[config.mk]
export PLATFORM = sky130hd
export DESIGN_NAME = anlpi_ctrl
export DESIGN_NICKNAME = d
export VERILOG_FILES = /design/src/common/anlpi_pkg.sv /design/src/rtl/anlpi_ctrl.sv
export SDC_FILE = /design/constraint.sdc
export NUM_CORES = 1
export LEC_CHECK = 0
export ABC_CLOCK_PERIOD_IN_PS = 4000
export BUFFER_PORTS_ARGS = -buffer_cell sky130_fd_sc_hd__buf_2
export CAP_MARGIN = 20
export CORE_MARGIN = 1.5
export CORE_UTILIZATION = 30
export DETAILED_ROUTE_END_ITERATION = 16
export HOLD_SLACK_MARGIN = 0.06
export PLACE_DENSITY = 0.51
export SYNTH_ARGS = -nofsm -noshare
export SYNTH_HDL_FRONTEND = slang
export SYNTH_SLANG_ARGS = --single-unit
[constraint.sdc]
create_clock -name clk -period 4 [get_ports clk]
set_clock_uncertainty 0.1 [all_clocks]
set_input_delay 1.2 -clock clk [delete_from_list [all_inputs] [get_ports clk]]
set_output_delay 1.2 -clock clk [all_outputs]
set_load 0.02 [all_outputs]
[src/common/anlpi_pkg.sv]
// anlpi_pkg: constants, register map and carrier types of the negotiation / lpi controller
// assumes a 25 MHz system clock; all timing counts derive from that rate
package anlpi_pkg;
  localparam int CLK_MHZ = 25;
  // ****************************************
  // interval times, as printed, in their own units
  // ****************************************
  localparam int FLP_MIN_NS = 17200;
  localparam int FLP_MAX_NS = 185000;
  localparam int PD_WAIT_MS = 830;
  localparam int LINK_EN_WAIT_MS = 1000;
  localparam int FLF_MS = 1;
  localparam int REFRESH_PERIOD_MS = 20;
  localparam int REFRESH_LEN_US = 200;
  localparam int LPI_WAIT_MS = 1000;
  // least times round up, longest round down
  localparam int FLP_MIN_CYC = (FLP_MIN_NS * CLK_MHZ + 999) / 1000;
  localparam int FLP_MAX_CYC = (FLP_MAX_NS * CLK_MHZ) / 1000;
  localparam int PD_WAIT_CYC = PD_WAIT_MS * 1000 * CLK_MHZ;
  localparam int LINK_EN_WAIT_CYC = LINK_EN_WAIT_MS * 1000 * CLK_MHZ;
  localparam int FLF_CYC = FLF_MS * 1000 * CLK_MHZ;
  localparam int REFRESH_PERIOD_CYC = REFRESH_PERIOD_MS * 1000 * CLK_MHZ;
  localparam int REFRESH_LEN_CYC = REFRESH_LEN_US * CLK_MHZ;
  localparam int LPI_WAIT_CYC = LPI_WAIT_MS * 1000 * CLK_MHZ;
  localparam int CNT_W = 32;
  localparam int FLP_W = 13;
  localparam logic [FLP_W-1:0] FLP_MIN = FLP_W'(FLP_MIN_CYC);
  localparam logic [FLP_W-1:0] FLP_MAX = FLP_W'(FLP_MAX_CYC);
  localparam int TX_HOLD = 9;
  // ****************************************
  // register map (byte-free word index on the plain port)
  // ****************************************
  localparam logic [7:0] REG_CTRL = 8'h00;
  localparam logic [7:0] REG_STATUS = 8'h01;
  localparam logic [7:0] REG_NP_TX = 8'h02;
  localparam logic [7:0] REG_NP_RX = 8'h03;
  localparam logic [7:0] REG_EEE_MSG = 8'h04;
  localparam logic [7:0] REG_EEE_ADV = 8'h3C;
  // control fields
  localparam int C_RESTART = 9;
  localparam int C_NP_REQ = 0;
  localparam int C_PD_FD100 = 1;
  localparam int C_PD_FD10 = 2;
  localparam int C_FLF_EN = 3;
  localparam int C_LPI_WAIT = 4;
  localparam int C_CLK_STOP = 5;
  localparam int A_EEE1000 = 2;
  localparam int A_EEE100 = 1;
  localparam logic [15:0] CTRL_RST = 16'h0010;
  localparam logic [15:0] EEE_ADV_RST = 16'h0006;
  localparam logic [10:0] MSG_GIG = 11'h008;
  localparam logic [10:0] MSG_EEE = 11'h00A;
  localparam logic [15:0] NP_NEXT = 16'h8000;
  localparam logic [15:0] NP_MSG = 16'h2000;
  localparam logic [1:0] SPD_10 = 2'h0;
  localparam logic [1:0] SPD_100 = 2'h1;
  localparam logic [1:0] SPD_1000 = 2'h2;
  // ****************************************
  // carrier types
  // ****************************************
  typedef enum logic [2:0] {
    NP_IDLE = 3'h0,
    NP_GIG_MSG = 3'h1,
    NP_GIG_U1 = 3'h2,
    NP_GIG_U2 = 3'h3,
    NP_EEE_MSG = 3'h4,
    NP_EEE_U1 = 3'h5,
    NP_SW = 3'h6,
    NP_DONE = 3'h7
  } anlpi_np_t;
  typedef enum logic [1:0] {
    LK_DOWN = 2'h0,
    LK_PD_WAIT = 2'h1,
    LK_EN_WAIT = 2'h2,
    LK_UP = 2'h3
  } anlpi_link_t;
  typedef struct packed {
    logic txCtlRise;
    logic txCtlFall;
    logic [3:0] txdRise;
    logic [3:0] txdFall;
  } anlpi_rgmii_t;
  typedef struct packed {
    logic [7:0] addr;
    logic [15:0] wdata;
    logic wr;
    logic rd;
  } anlpi_bus_t;
endpackage : anlpi_pkg

[src/rtl/anlpi_ctrl.sv]
// anlpi_ctrl: negotiation timers, next-page sequencing, fast link failure and tx lpi decode
// assumes line-side events arrive as async levels; rgmii pins and txc are sampled, not clocked on
//
// Our own choice: the address-and-strobe port.
`timescale 1ns/1ns
module anlpi_ctrl #(
  parameter int PD_WAIT = anlpi_pkg::PD_WAIT_CYC,
  parameter int LINK_EN_WAIT = anlpi_pkg::LINK_EN_WAIT_CYC,
  parameter int FLF_WIN = anlpi_pkg::FLF_CYC,
  parameter int REFRESH_PERIOD = anlpi_pkg::REFRESH_PERIOD_CYC,
  parameter int REFRESH_LEN = anlpi_pkg::REFRESH_LEN_CYC,
  parameter int LPI_WAIT = anlpi_pkg::LPI_WAIT_CYC
) (
  input wire logic clk,
  input wire logic sys_rst,
  input wire logic clkEn,
  input wire anlpi_pkg::anlpi_bus_t bus,
  output logic [15:0] rdata,
  input wire logic linkPulse,
  input wire logic pdSignal,
  input wire logic [1:0] pdSpeed,
  input wire logic pageAck,
  input wire logic [15:0] rxPage,
  input wire logic [1:0] resolvedSpeed,
  input wire logic remoteRxOk,
  input wire logic descramLock,
  input wire logic rxLpi,
  input wire logic txc,
  input wire logic txCtl,
  input wire logic [3:0] txd,
  input wire logic [15:0] msCtrl,
  input wire logic [10:0] msSeed,
  output logic [15:0] txPage,
  output logic txPageValid,
  output logic linkUp,
  output logic fullDuplex,
  output logic [1:0] linkSpeed,
  output logic inbandLinkOk,
  output logic txLpi,
  output logic rxLpiState,
  output logic refreshOn,
  output logic clockStopCapable
);
  typedef struct packed {
    logic [1:0] pulseS;
    logic [1:0] pdS;
    logic [1:0] ackS;
    logic [1:0] remS;
    logic [1:0] lockS;
    logic [1:0] rxLpiS;
    logic [1:0] txcS;
    logic [1:0] ctlS;
    logic [7:0] txdS;
    logic pulsePrev;
    logic ackPrev;
    logic txcPrev;
    logic [anlpi_pkg::FLP_W-1:0] flpCnt;
    logic flpSeen;
    logic [31:0] linkCnt;
    logic [31:0] flfCnt;
    logic [31:0] refCnt;
    logic [31:0] lpiWaitCnt;
    logic [3:0] holdCnt;
    anlpi_pkg::anlpi_link_t linkSt;
    anlpi_pkg::anlpi_np_t npSt;
    logic pdPath;
    anlpi_pkg::anlpi_rgmii_t pins;
    logic [15:0] ctrl;
    logic [15:0] eeeAdv;
    logic [15:0] eeeAdvLive;
    logic [10:0] eeeMsg;
    logic [15:0] npTx;
    logic [15:0] npRx;
    logic npRxNew;
    logic [15:0] rdata;
    logic [15:0] txPage;
    logic txPageValid;
    logic linkUp;
    logic fullDuplex;
    logic [1:0] linkSpeed;
    logic inbandLinkOk;
    logic txLpi;
    logic rxLpiState;
    logic refreshOn;
  } anlpi_state_t;

  anlpi_state_t st;
  anlpi_state_t next_st;

  // ****************************************
  // helpers
  // ****************************************
  // counter step saturating at a limit, shared by the link, fast link failure and lpi wait timers
  function automatic logic [31:0] anlpi_tick(input logic [31:0] c, input int lim);
    anlpi_tick = (c >= 32'(lim)) ? c : c + 32'h1;
  endfunction : anlpi_tick

  // lpi pattern of the sampled rgmii word at the current speed
  function automatic logic anlpi_is_lpi(input anlpi_pkg::anlpi_rgmii_t p, input logic [1:0] spd);
    if (spd == anlpi_pkg::SPD_1000) begin
      anlpi_is_lpi = !p.txCtlRise && p.txCtlFall && p.txdRise == 4'h1 && p.txdFall == 4'h0;
    end else begin
      anlpi_is_lpi = !p.txCtlRise && p.txCtlFall && p.txdRise == 4'h1;
    end
  endfunction : anlpi_is_lpi

  // ****************************************
  // next state
  // ****************************************
  always_comb begin
    logic pulseEdge;
    logic ackEdge;
    logic txcRise;
    logic txcFall;
    logic restart;
    logic flfEvent;
    logic lpiPat;
    pulseEdge = 1'b0;
    ackEdge = 1'b0;
    txcRise = 1'b0;
    txcFall = 1'b0;
    restart = 1'b0;
    flfEvent = 1'b0;
    lpiPat = 1'b0;
    next_st = st;
    // two-flop synchronisers; only stage one feeds stage two
    next_st.pulseS = {st.pulseS[0], linkPulse};
    next_st.pdS = {st.pdS[0], pdSignal};
    next_st.ackS = {st.ackS[0], pageAck};
    next_st.remS = {st.remS[0], remoteRxOk};
    next_st.lockS = {st.lockS[0], descramLock};
    next_st.rxLpiS = {st.rxLpiS[0], rxLpi};
    next_st.txcS = {st.txcS[0], txc};
    next_st.ctlS = {st.ctlS[0], txCtl};
    next_st.txdS = {st.txdS[3:0], txd};
    next_st.pulsePrev = st.pulseS[1];
    next_st.ackPrev = st.ackS[1];
    next_st.txcPrev = st.txcS[1];
    pulseEdge = st.pulseS[1] && !st.pulsePrev;
    ackEdge = st.ackS[1] && !st.ackPrev;
    txcRise = st.txcS[1] && !st.txcPrev;
    txcFall = !st.txcS[1] && st.txcPrev;

    // register writes; restart is self-clearing
    if (bus.wr) begin
      unique case (bus.addr)
        anlpi_pkg::REG_CTRL: begin
          next_st.ctrl = bus.wdata & ~(16'h1 << anlpi_pkg::C_RESTART);
          restart = bus.wdata[anlpi_pkg::C_RESTART];
        end
        anlpi_pkg::REG_NP_TX: next_st.npTx = bus.wdata;
        anlpi_pkg::REG_EEE_MSG: next_st.eeeMsg = bus.wdata[10:0];
        anlpi_pkg::REG_EEE_ADV: next_st.eeeAdv = bus.wdata;
        default: ;
      endcase
    end
    // reads answer one cycle later; unmapped reads give zero
    next_st.rdata = 16'h0000;
    if (bus.rd) begin
      unique case (bus.addr)
        anlpi_pkg::REG_CTRL: next_st.rdata = st.ctrl;
        anlpi_pkg::REG_STATUS: next_st.rdata = {7'h00, st.npRxNew, st.npSt, st.linkSt,
                                                st.txLpi, st.rxLpiState, st.inbandLinkOk};
        anlpi_pkg::REG_NP_TX: next_st.rdata = st.npTx;
        anlpi_pkg::REG_NP_RX: next_st.rdata = st.npRx;
        anlpi_pkg::REG_EEE_MSG: next_st.rdata = {5'h00, st.eeeMsg};
        anlpi_pkg::REG_EEE_ADV: next_st.rdata = st.eeeAdv;
        default: next_st.rdata = 16'h0000;
      endcase
      // reading the received page clears its flag unless a new one lands now
      if (bus.addr == anlpi_pkg::REG_NP_RX) begin
        next_st.npRxNew = 1'b0;
      end
    end

    // link pulse window check
    next_st.flpCnt = (st.flpCnt == {anlpi_pkg::FLP_W{1'b1}}) ? st.flpCnt : st.flpCnt + 1'b1;
    if (pulseEdge) begin
      next_st.flpSeen = st.flpCnt >= anlpi_pkg::FLP_MIN && st.flpCnt <= anlpi_pkg::FLP_MAX;
      next_st.flpCnt = '0;
    end

    // link state machine
    unique case (st.linkSt)
      anlpi_pkg::LK_DOWN: begin
        next_st.linkCnt = 32'h0;
        if (st.pdS[1]) begin
          next_st.linkSt = anlpi_pkg::LK_PD_WAIT;
          next_st.pdPath = 1'b1;
        end else if (st.npSt == anlpi_pkg::NP_DONE && st.flpSeen) begin
          next_st.linkSt = anlpi_pkg::LK_EN_WAIT;
          next_st.pdPath = 1'b0;
        end
      end
      anlpi_pkg::LK_PD_WAIT: begin
        next_st.linkCnt = anlpi_tick(st.linkCnt, PD_WAIT);
        if (!st.pdS[1]) next_st.linkSt = anlpi_pkg::LK_DOWN;
        else if (st.linkCnt >= 32'(PD_WAIT - 1)) begin
          next_st.linkSt = anlpi_pkg::LK_EN_WAIT;
          next_st.linkCnt = 32'h0;
        end
      end
      anlpi_pkg::LK_EN_WAIT: begin
        next_st.linkCnt = anlpi_tick(st.linkCnt, LINK_EN_WAIT);
        if (st.linkCnt >= 32'(LINK_EN_WAIT - 1)) begin
          next_st.linkSt = anlpi_pkg::LK_UP;
          next_st.linkUp = 1'b1;
          next_st.lpiWaitCnt = 32'h0;
          next_st.linkSpeed = st.pdPath ? pdSpeed : resolvedSpeed;
          if (st.pdPath) begin
            next_st.fullDuplex = (pdSpeed == anlpi_pkg::SPD_100 && st.ctrl[anlpi_pkg::C_PD_FD100])
              || (pdSpeed == anlpi_pkg::SPD_10 && st.ctrl[anlpi_pkg::C_PD_FD10]);
          end else begin
            next_st.fullDuplex = 1'b1;
          end
        end
      end
      anlpi_pkg::LK_UP: ;
    endcase

    // fast link failure detection
    if (st.linkUp && st.ctrl[anlpi_pkg::C_FLF_EN]) begin
      if (st.linkSpeed == anlpi_pkg::SPD_1000) begin
        flfEvent = !st.remS[1] || !st.lockS[1];
      end else if (st.linkSpeed == anlpi_pkg::SPD_100) begin
        flfEvent = !st.lockS[1];
      end
    end
    next_st.flfCnt = flfEvent ? anlpi_tick(st.flfCnt, FLF_WIN) : 32'h0;
    next_st.inbandLinkOk = st.linkUp;
    if (st.flfCnt >= 32'(FLF_WIN - 1)) begin
      next_st.inbandLinkOk = 1'b0;
      next_st.linkUp = 1'b0;
      next_st.linkSt = anlpi_pkg::LK_DOWN;
    end

    // next-page sequencer: gigabit, then eee, then software
    next_st.txPageValid = st.npSt != anlpi_pkg::NP_IDLE && st.npSt != anlpi_pkg::NP_DONE;
    if (ackEdge) begin
      next_st.npRx = rxPage;
      next_st.npRxNew = 1'b1; // set wins over a same-cycle read clear
    end
    unique case (st.npSt)
      anlpi_pkg::NP_IDLE: begin
        next_st.npSt = anlpi_pkg::NP_GIG_MSG;
        next_st.txPage = anlpi_pkg::NP_NEXT | anlpi_pkg::NP_MSG | {5'h00, anlpi_pkg::MSG_GIG};
      end
      anlpi_pkg::NP_GIG_MSG: if (ackEdge) begin
        next_st.npSt = anlpi_pkg::NP_GIG_U1;
        next_st.txPage = anlpi_pkg::NP_NEXT | {5'h00, msCtrl[10:0]};
      end
      anlpi_pkg::NP_GIG_U1: if (ackEdge) begin
        next_st.npSt = anlpi_pkg::NP_GIG_U2;
        next_st.txPage = anlpi_pkg::NP_NEXT | {5'h00, msSeed};
      end
      anlpi_pkg::NP_GIG_U2: if (ackEdge) begin
        if (st.eeeAdvLive != 16'h0000) begin
          next_st.npSt = anlpi_pkg::NP_EEE_MSG;
          next_st.txPage = anlpi_pkg::NP_NEXT | anlpi_pkg::NP_MSG | {5'h00, st.eeeMsg};
        end else if (st.ctrl[anlpi_pkg::C_NP_REQ]) begin
          next_st.npSt = anlpi_pkg::NP_SW;
          next_st.txPage = st.npTx;
        end else begin
          next_st.npSt = anlpi_pkg::NP_DONE;
        end
      end
      anlpi_pkg::NP_EEE_MSG: if (ackEdge) begin
        next_st.npSt = anlpi_pkg::NP_EEE_U1;
        next_st.txPage = {5'h00, st.eeeAdvLive[10:0]} | (st.ctrl[anlpi_pkg::C_NP_REQ] ?
                         anlpi_pkg::NP_NEXT : 16'h0000);
      end
      anlpi_pkg::NP_EEE_U1: if (ackEdge) begin
        next_st.npSt = st.ctrl[anlpi_pkg::C_NP_REQ] ? anlpi_pkg::NP_SW : anlpi_pkg::NP_DONE;
        next_st.txPage = st.npTx;
      end
      anlpi_pkg::NP_SW: begin
        next_st.txPage = st.npTx;
        if (ackEdge && !st.npTx[15]) next_st.npSt = anlpi_pkg::NP_DONE;
      end
      anlpi_pkg::NP_DONE: ;
    endcase

    // restart reloads advertisement and reruns the page sequence
    if (restart) begin
      next_st.eeeAdvLive = next_st.eeeAdv;
      next_st.npSt = anlpi_pkg::NP_IDLE;
      next_st.linkSt = anlpi_pkg::LK_DOWN;
      next_st.linkUp = 1'b0;
      next_st.inbandLinkOk = 1'b0;
      next_st.flpSeen = 1'b0;
    end

    // rgmii transmit sampling on found txc edges
    if (txcRise) begin
      next_st.pins.txCtlRise = st.ctlS[1];
      next_st.pins.txdRise = st.txdS[7:4];
    end
    if (txcFall) begin
      next_st.pins.txCtlFall = st.ctlS[1];
      next_st.pins.txdFall = st.txdS[7:4];
    end

    // transmit lpi, gated by eee_advertise at the link speed and the wait after link up
    next_st.lpiWaitCnt = st.linkUp ? anlpi_tick(st.lpiWaitCnt, LPI_WAIT) : 32'h0;
    lpiPat = anlpi_is_lpi(st.pins, st.linkSpeed)
      && ((st.linkSpeed == anlpi_pkg::SPD_1000 && st.eeeAdvLive[anlpi_pkg::A_EEE1000])
       || (st.linkSpeed == anlpi_pkg::SPD_100 && st.eeeAdvLive[anlpi_pkg::A_EEE100]))
      && st.linkUp
      && (!st.ctrl[anlpi_pkg::C_LPI_WAIT] || st.lpiWaitCnt >= 32'(LPI_WAIT));
    if (lpiPat && txcRise) begin
      next_st.holdCnt = (st.holdCnt == 4'hF) ? st.holdCnt : st.holdCnt + 4'h1;
    end
    if (!lpiPat) next_st.holdCnt = 4'h0;
    // a stopped txc freezes the sampled pattern, so lpi holds through it
    // gated by the next link state so lpi never outlives the link by a cycle
    next_st.txLpi = lpiPat && next_st.linkUp;
    next_st.rxLpiState = st.rxLpiS[1] && st.linkUp;

    // refresh burst scheduler while transmit lpi holds
    // keyed to the next lpi value so a burst ends on the same edge as lpi
    if (next_st.txLpi) begin
      next_st.refCnt = (st.refCnt >= 32'(REFRESH_PERIOD - 1)) ? 32'h0 : st.refCnt + 32'h1;
      next_st.refreshOn = st.refCnt < 32'(REFRESH_LEN);
    end else begin
      next_st.refCnt = 32'h0;
      next_st.refreshOn = 1'b0;
    end
  end

  // ****************************************
  // state register
  // ****************************************
  always_ff @(posedge clk) begin
    if (sys_rst) begin
      st <= '0;
      st.ctrl <= anlpi_pkg::CTRL_RST;
      st.eeeAdv <= anlpi_pkg::EEE_ADV_RST;
      st.eeeAdvLive <= anlpi_pkg::EEE_ADV_RST;
      st.eeeMsg <= anlpi_pkg::MSG_EEE;
      st.flpCnt <= '1;
    end else if (clkEn) begin
      st <= next_st;
    end
  end

  // outputs straight from the state record
  assign rdata = st.rdata;
  assign txPage = st.txPage;
  assign txPageValid = st.txPageValid;
  assign linkUp = st.linkUp;
  assign fullDuplex = st.fullDuplex;
  assign linkSpeed = st.linkSpeed;
  assign inbandLinkOk = st.inbandLinkOk;
  assign txLpi = st.txLpi;
  assign rxLpiState = st.rxLpiState;
  assign refreshOn = st.refreshOn;
  assign clockStopCapable = st.ctrl[anlpi_pkg::C_CLK_STOP];
endmodule : anlpi_ctrl

==> results of run 1 <==
==> final cells by class <==
cell class	instances	area [um2]
tap	615	769
clock buffer	55	1030
fill	5012	31100
sequential	317	6350
clock inverter	9	100
timing repair buffer	160	912
multi-input combinational	1295	7530
inverter	27	101
==> metal layers <==
metal	part of all wire, %	vias up
met4	2.0	0
met2	44	284
met5	0	-
li1	-	6332
met3	4.7	49
met1	49	6013
==> registers in the layout, summed over array words and instances (netlist names) <==
signal and flops:
st 260, rdata 16, txPage 16, next_st 15, linkSpeed 2, clockStopCapable 1
fullDuplex 1, inbandLinkOk 1, linkUp 1, refreshOn 1, rxLpiState 1, txLpi 1
txPageValid 1
==> path summary, 6_finish.rpt <==
path / start / to / slack (ps) / cells past startpoint
setup / recovery: st[147] / st[268] / 710 / 9
hold / removal: st[279] / st[279] / 340 / 2
setup reg to reg: st[147] / st[268] / 710 / 9
hold reg to reg: st[279] / st[279] / 340 / 2
==> cell families (layout without fill, tap and decap cells) <==
kind of cell | Yosys count | after routing | synth area share (%)
muxes | 91 | 91 | 6.33
adders and majority gates | 13 | 13 | 1.11
AOI/OAI and AO/OA | 359 | 359 | 16.1
buffers and inverters | 156 | 251 | 5.03
xor gates and xnor gates | 49 | 49 | 2.94
and+or+nand+nor | 783 | 783 | 25.0
DFF | 317 | 317 | 43.5
==> critical path, stage by stage (launching register included) <==
cell,delay [ps]
dfxtp_1,450
inv_1,100
ha_1,400
inv_1,280
a21oi_1,110
a221oi_2,480
nand2_2,270
or2_1,520
or3_1,430
nand3_1,80
==> layout by cell type (no fill, tap or decap), types with 40 or more instances in the layout <==
cell / netlist / layout
nor2_1: 240 / 238
and2_1: 51 / 51
dfxtp_1: 317 / 317
buf_2: 1 / 122
a21oi_1: 116 / 116
nand3_1: 87 / 87
o21ai_0: 41 / 40
a22oi_1: 45 / 45
nand2_1: 235 / 235
mux2i_1: 81 / 81
==> power groups by stage <==
| stage | Sequential [mW] | Clock, mW | Combinational, mW |
|---|---|---|---|
| after floorplan | 3.39 | 0 | 0.553 |
| after global placement | 3.43 | 0 | 0.735 |
| after detailed placement | 3.43 | 0 | 0.740 |
| after CTS | 3.36 | 3.30 | 0.746 |
| after global routing | 3.38 | 3.43 | 0.837 |
| final | 3.36 | 3.22 | 0.746 |
==> stage by stage <==
stage	power (mW)	instance area [um2]	setup slack, ps
after floorplan	3.94	14600	585
after global placement	4.16	15700	290
after detailed placement	4.17	15700	251
after CTS	7.41	16800	700
after global routing	7.64	16800	474
final	7.33	16800	706
==> metrics.md, run 1 <==
| Metric | Value |
|---|---|
| Vias in the first global route | 11900 |
| Max VDD drop | 278 uV |
| Met1 Use GR | 24.2% |
| Mapped Cells | 1768 |
| Max-Cap Viols | 0 |
| Syn_nets | roughly 1900 |
| Clock power share | 44.0% |
| Internal | 5.44 mW |
| Final min period | 3290 ps |
| Full die area | 50000 um2 |
| Clock root buffer | clkbuf_16 |
| Post-synth EDFFs | 0 |
| Port buffer count | between 100 and 150 |
| Synth top cells by count | dfxtp_1 (317), nor2_1 (240), nand2_1 (235) |
| Ys async rst share | 0% |
| Ports | 130 |
| Fin cells | 2478 |
| 1st-iter DRT viols | 879 |
| Register area share after synthesis | 43.5% |
| Vias per inst | between 5 and 6 |
| CTS Hold Buffers Added | 0 |
| Final hold viol count | 0 |
| Largest net degree at the start of global routing | 131 |
| M2 GR Usage | 26.7% |
| Diode count | 0 |
| ANT nets after route | 0 |
| Clk_lat worst skew | 520 ps |
| Synthesized flop and latch total | ~320 |
| Endpoints failing setup | 0 |
| Pwr dens | approximately 440 nW/um2 |
| Wirelength, routed | 42800 um |
| Cell Count Post-Placement | 2414 |
| Top-area cell type share of the netlist area | ~43% |
| Worst Path Arrival | 3660 ps |
| DRC Markers | 0 |
| Clock buffer count from CTS | 36 |
| HPWL Detailed | 30400 um |
| Final core occ | a little over a third |
| Clock slew at reported path FFs | about 60 ps |
| Clock tree buffer depth | 3 |
| Worst Path Max Fanout | 14 |
| Nets | between 1500 and 2000 |
| Die width | 224 um |
| Row count | 80 |
| Peak Freq | around 300 MHz |
| Sw power | 1.89 mW |
| Status | finished, final reports clean |
| Critical Path RT | 4360 ps |
| Final Max Tran Viols | 0 |
| Final hold slack | 337 ps |
| Share of cells above drive strength 1 | between 10% and 20% |
| Clock Sinks | 317 |
| Syn Area/Cell | around 8.3 um2 |
| Cell area after synthesis | roughly 15000 um2 |
| Pin slew with the least headroom to its limit | 985 ps |
| Routability cong. | roughly 0.86 |
| Grt met3 use | 2.44% |
| Pleak | about 6.4 nW |
| Grt peak-use layer | met2 |
| Initial antenna violation count | 1 |
| Initial Util | a little under a third |
| Worst Setup Path Type | register to register |
| Top cell type by total area after synthesis | dfxtp_1 |
| CP Capture Type | register |
| Post-CTS Setup Repair Bufs | 0 |
| Setup_tns | 0 ps |
| Drt first pass iters | 6 |
| Primary FF master, synth | dfxtp_1 |
| Sequential fraction of design power | 45.9% |
| Core ar. | approximately 48000 um2 |
| First-pass GRT wire length | 67700 um |
| Hold Path Class | register to register |
| Period utilization | between 80% and 90% |
| DR vias | around 13000 |
| DIE HEIGHT | ~220 um |
| CP Launch Type | register |
| Area Growth Syn to Fin | 15.1% |
| Post-synth cell types | 77 |
| Post-CTS sizing | 0 |
| Logic pwr share | 10.2% |
| Syn. warnings | 0 |
| Switching share of power | between 20% and 30% |
| Largest cells by area after synthesis | dfxtp_1 (43%), nor2_1 (6.2%), nand2_1 (6.0%), mux2i_1 (5.6%), a21oi_1 (4.0%) |
| Most common cell in the netlist | dfxtp_1 |
| CTS tree | built |
| RSZ-0062 raised after global routing | no |
| H-tree levels | 2 |
| GRT Total Usage | 17.0% |
| Congestion Overflow GR | 0 |
| Max-slew headroom | between 30 and 40% |
| Routed len/inst | 17.3 um |
Note: power is estimated with default switching activity, not from simulation.
==> inputs of run 2 (changes only) <==
--- a/config.mk
+++ b/config.mk
@@ -5,14 +5,14 @@
 export SDC_FILE = /design/constraint.sdc
 export NUM_CORES = 1
 export LEC_CHECK = 0
-export ABC_CLOCK_PERIOD_IN_PS = 4000
+export ABC_CLOCK_PERIOD_IN_PS = 2670
 export BUFFER_PORTS_ARGS = -buffer_cell sky130_fd_sc_hd__buf_2
 export CAP_MARGIN = 20
 export CORE_MARGIN = 1.5
 export CORE_UTILIZATION = 30
 export DETAILED_ROUTE_END_ITERATION = 16
 export HOLD_SLACK_MARGIN = 0.06
-export PLACE_DENSITY = 0.51
+export PLACE_DENSITY = 0.52
 export SYNTH_ARGS = -nofsm -noshare
 export SYNTH_HDL_FRONTEND = slang
 export SYNTH_SLANG_ARGS = --single-unit
==> constraint.sdc (replaced) <==
create_clock -name clk -period 2.67 [get_ports clk]
set_clock_uncertainty 0.1 [all_clocks]
set_input_delay 0.801 -clock clk [delete_from_list [all_inputs] [get_ports clk]]
set_output_delay 0.801 -clock clk [all_outputs]
set_load 0.02 [all_outputs]
==> metrics.md, run 2 (synthesis results as in run 1) <==
| Metric | Value |
|---|---|
| Wirelength, routed | 44900 um |
| Sw power | 2.90 mW |
| Clock Sinks | between 300 and 400 |
| Max-Cap Viols | 0 |
| RSZ-0062 raised after global routing | yes |
| Port buffer count | 124 |
| DR vias | 13400 |
| DIE HEIGHT | 224 um |
| Pin slew with the least headroom to its limit | between 800 and 900 ps |
| Critical Path Start | st[266] |
| Most flop-heavy register | st |
| Most frequent cells in the layout | dfxtp_1 (313), nor2_1 (237), nand2_1 (235), buf_4 (137), buf_2 (122) |
| Row count | 80 |
| Commonest non-fill, non-tap cell in the layout | dfxtp_1 |
| Final Max Tran Viols | 0 |
| Setup_tns | -0.161 ps |
| Power Total | between 10 and 15 mW |
| CP Capture Type | register |
| Largest net degree at the start of global routing | 99 |
| Clock slew at reported path FFs | 60 ps |
| Critical Path RT | 3000 ps |
| Pwr dens | 617 nW/um2 |
| CTS tree | built |
| Ports | 130 |
| Hold Path Class | register to register |
| Worst Path Arrival | roughly 3000 ps |
| Final WS setup | -0.161 ps |
| Clock buffer count from CTS | 37 |
| Critical Path End | st[259] |
| GRT Total Usage | between 10% and 20% |
| Reg2Reg Depth | 9 |
| Final min period | about 2700 ps |
| Clock root buffer | clkbuf_16 |
| Vias in the first global route | 12600 |
| Reg2reg end | st[259] |
| First-pass GRT wire length | between 70000 and 80000 um |
| Congestion Overflow GR | 0 |
| Initial antenna violation count | 0 |
| Worst Path Max Fanout | 6 |
| CTS Hold Buffers Added | 0 |
| Clk_lat worst skew | 540 ps |
| Pleak | 7.17 nW |
| # fillers | 4892 |
| Core ar. | 47800 um2 |
| R2R Setup Slk | -0.2 ps |
| Sequential fraction of design power | 44.8% |
| Area Growth Syn to Fin | 24.6% |
| Vias per inst | 5.15 |
| Routability cong. | just under 0.9 |
| Period utilization | 100% |
| Max FFs per register | 260 |
| Peak Freq | between 300 and 400 MHz |
| Endpoints failing setup | 1 |
| Nets | 2058 |
| Full die area | ~50000 um2 |
| Logic pwr share | 10.6% |
| Switching share of power | 25.9% |
| 1st-iter DRT viols | approximately 900 |
| Internal | roughly 8.3 mW |
| Clock power share | around 45% |
| Failing checks | setup timing |
| ANT nets after route | 0 |
| Worst Setup Path Type | register to register |
| Routed len/inst | 17.3 um |
| Initial Util | 30.5% |
| Clock tree buffer depth | 3 |
| Max VDD drop | 398 uV |
| H-tree levels | 2 |
| Drt first pass iters | 7 |
| Share of cells above drive strength 1 | 21.0% |
| HPWL Detailed | 32500 um |
| FF-to-FF Start | st[266] |
| CP Launch Type | register |
| Die width | 224 um |
| Final hold viol count | 0 |
| Status | finished, violations left |
| Max-slew headroom | 40.0% |
| DRC Markers | 0 |
| Diode count | 0 |
[run 2: critical path, cell delays in order, from the launching register on]
cell and delay [ps]:
dfxtp_2 320, or4_4 520, or3_4 340, or2_4 280, a2111oi_4 400, nor4b_4 120, buf_6 160, and2_4 130
o21ai_2 110, o31ai_1 70
[run 2: how the worst min path moves through the flow]
stage                 start      end  slack, ps  depth (start not counted)
floorplan           st[279]  st[279]        310                          2
global placement    st[280]  st[280]        340                          2
detailed placement  st[280]  st[280]        340                          2
CTS                 st[280]  st[280]        350                          2
global route        st[280]  st[280]        370                          2
finish              st[280]  st[280]        350                          2
[run 2: final cells by class]
class	instances	area, um2	share of cell area (%)
inverter	27	101	0.558
clock buffer	54	1100	6.07
tap	615	769	4.23
timing repair buffer	279	1970	10.9
sequential	317	6350	35.0
clock inverter	12	93.8	0.516
multi-input combinational	1295	7780	42.8
[run 2: power by group through the flow]
stage	Combinational, mW	Sequential [mW]	Clock [mW]
finish	1.19	5.02	5.00
global route	1.33	5.04	5.33
CTS	1.18	5.02	5.13
detailed placement	1.17	5.12	0
global placement	1.16	5.13	0
floorplan	0.830	5.08	0
[run 2: repair_timing]
action	in CTS	in global routing
hold endpoints to repair	0	0
buffers inserted	2	5
gates cloned	0	2
setup endpoints to repair	23	33
pin swaps	3	32
gates resized for setup	10	48
[run 2: metrics by stage]
step                      hold slack, ps  area (um2)  utilization, %  instances  setup WS (ps)
after detailed placement             344       16600            34.7       2524           -457
final                                348       18200            38.0       2599         -0.161
after floorplan                      312       14600               -       1768           21.4
after CTS                            352       17900            37.4       2592           21.2
after global routing                 366       18200            38.0       2599          -95.6
after global placement               335       16600            34.7       2522           -477
[run 2: routing by layer]
| layer | GRT usage [%] | vias to the layer above | share of wire (%) |
|---|---|---|---|
| met4 | 5.71 | 0 | 2.7 |
| met1 | 24.9 | 6375 | 48 |
| met2 | 27.7 | 344 | 44 |
| li1 | - | 6588 | - |
| met3 | 2.52 | 74 | 5.0 |
| met5 | 0 | - | 0 |
==> inputs of run 3 (changes only) <==
--- a/config.mk
+++ b/config.mk
@@ -5,7 +5,7 @@
 export SDC_FILE = /design/constraint.sdc
 export NUM_CORES = 1
 export LEC_CHECK = 0
-export ABC_CLOCK_PERIOD_IN_PS = 2670
+export ABC_CLOCK_PERIOD_IN_PS = 2300
 export BUFFER_PORTS_ARGS = -buffer_cell sky130_fd_sc_hd__buf_2
 export CAP_MARGIN = 20
 export CORE_MARGIN = 1.5
==> constraint.sdc (replaced) <==
create_clock -name clk -period 2.3 [get_ports clk]
set_clock_uncertainty 0.1 [all_clocks]
set_input_delay 0.69 -clock clk [delete_from_list [all_inputs] [get_ports clk]]
set_output_delay 0.69 -clock clk [all_outputs]
set_load 0.02 [all_outputs]
==> metrics.md, run 3 (synthesis results as in run 1) <==
| Metric | Value |
|---|---|
| Status | finished, violations left |
| Failing checks | setup timing |
| Pwr dens | 688 nW/um2 |
| Commonest non-fill, non-tap cell in the layout | dfxtp_1 |
| Sequential fraction of design power | 42.6% |
| GRT Total Usage | a little under a fifth |
| Clock root buffer | clkbuf_16 |
| Design Area, Final | 19900 um2 |
| Core ar. | 47800 um2 |
| Most flop-heavy register | st |
| Final hold slack | 265 ps |
| Die width | 224 um |
| Max FFs per register | 260 |
| DRC Markers | 0 |
| Share of cells above drive strength 1 | 29.9% |
| Clock power share | 46.0% |
| Routability cong. | between 0.8 and 0.9 |
| CP peak stage delay | 530 ps |
| Endpoints failing setup | 50 |
| CP Capture Type | register |
| Full die area | 50000 um2 |
| Cell Count Post-Placement | 2620 |
| Final WS setup | -280 ps |
| Setup_tns | -7750 ps |
| Vias in the first global route | 13100 |
| Port buffer count | 124 |
| Largest net degree at the start of global routing | 91 |
| H-tree levels | 2 |
| Worst slack, placed | -439 ps |
| Area Growth Syn to Fin | 36.5% |
| DR vias | 13800 |
| HPWL Detailed | 34200 um |
| Diode count | 0 |
| Clk_lat worst skew | 560 ps |
| Worst Setup Path Type | register to register |
| Wirelength, routed | 47700 um |
| Hold Path Class | input pin to register |
| Initial Util | 30.5% |
| DIE HEIGHT | 224 um |
| Max-Cap Viols | 0 |
| Critical Path RT | roughly 2600 ps |
| Switching share of power | about a quarter |
| Power Total | 13.7 mW |
| CP max-delay cell | or4_4 |
| Final core occ | 41.6% |
| Buffer and inverter count on the worst path | 1 |
| CP Cell Sequence | or4_4, or3_4, or2_4, a2111oi_4, nor4b_4, buf_12, and2_4, o21ai_1, o31ai_1 |
| Sw power | 3.48 mW |
| Routed len/inst | 17.6 um |
| Max-slew headroom | 29.0% |
| Most frequent cells in the layout | dfxtp_1 (305), nand2_1 (232), nor2_1 (222), buf_4 (222), buf_2 (123) |
| Fin cells | around 2700 |
| Final Max Tran Viols | 0 |
| Nets | 2168 |
| Ports | 130 |
| RSZ-0062 raised after global routing | yes |
| Drt first pass iters | 5 |
| Period utilization | 112% |
| Clock slew at reported path FFs | 60 ps |
| Initial antenna violation count | 3 |
| Max VDD drop | 520 uV |
| Clock tree buffer depth | 3 |
| Final min period | 2580 ps |
| Peak Freq | 388 MHz |
| 1st-iter DRT viols | 850 |
| Congestion Overflow GR | 0 |
| ANT nets after route | 0 |
| Crit path max-delay family | simple AND/OR/NAND/NOR gates |
| CTS tree | built |
| Pin slew with the least headroom to its limit | 1070 ps |
| CP Launch Type | register |
| Worst Path Arrival | 2920 ps |
| Worst Path Max Fanout | 14 |
| Clock buffer count from CTS | 38 |
| Row count | 80 |
| Placed cell areas | 17500 um2 |
| Internal | about 10 mW |
| Logic pwr share | 11.4% |
| Clock Sinks | between 300 and 400 |
| Final hold viol count | 0 |
| First-pass GRT wire length | approximately 73000 um |
| Pleak | roughly 8.0 nW |
| Vias per inst | 5.10 |
## run 3: cell types whose count changed in the layout (fill, tap and decap cells not counted), moves of 10 or more
cell / change
buf_6: +13
o21ai_0: -21
o21ai_1: +11
nor2_1: -15
buf_4: +85
a21oi_1: -10
## run 3: path summary, 6_finish.rpt
kind / startpoint / end / slack, ps / depth (start not counted)
min reg2reg: st[280] / st[280] / 340 / 2
min: txCtl / next_st[307] / 270 / 3
max reg2reg: st[265] / st[272] / -280 / 9
max: st[265] / st[272] / -280 / 9
## run 3: area by class of cell
type / instances / area, um2
clock buffers: 52 / 1100
clock inverters: 11 / 194
fillers: 4813 / 27900
inverters: 27 / 101
multi-input cells: 1296 / 8430
flip-flops and latches: 317 / 6360
well taps: 615 / 769
repair buffers: 387 / 2950
## run 3: routing by layer
| layer | wire length [um] | vias to the layer above | global-route usage, % |
|---|---|---|---|
| li1 | - | 6798 | - |
| met1 | 22200 | 6605 | 24.9 |
| met2 | 21600 | 303 | 29.1 |
| met3 | 2360 | 78 | 3.73 |
| met4 | 1440 | 4 | 6.63 |
| met5 | 21 | - | 0 |
## run 3: what timing repair did
item | 4_1_cts | 5_1_grt
cloned | 2 | 5
hold buffers | 0 | 0
resized for setup | 62 | 135
buffers inserted | 13 | 4
pin swaps | 23 | 41
setup endpoints to repair | 81 | 94
## run 3: tightest hold or removal path, cell delays in order
cell and delay [ps]:
buf_2 70, mux2i_1 50, nor2_1 70
## run 3: power by group through the flow
| stage | combinational, mW | clock [mW] | sequential (mW) |
|---|---|---|---|
| final | 1.56 | 6.31 | 5.85 |
| after CTS | 1.46 | 6.44 | 5.84 |
| after floorplan | 0.971 | 0 | 5.90 |
| after global routing | 1.73 | 6.63 | 5.86 |
| after detailed placement | 1.43 | 0 | 5.96 |
| after global placement | 1.42 | 0 | 5.95 |
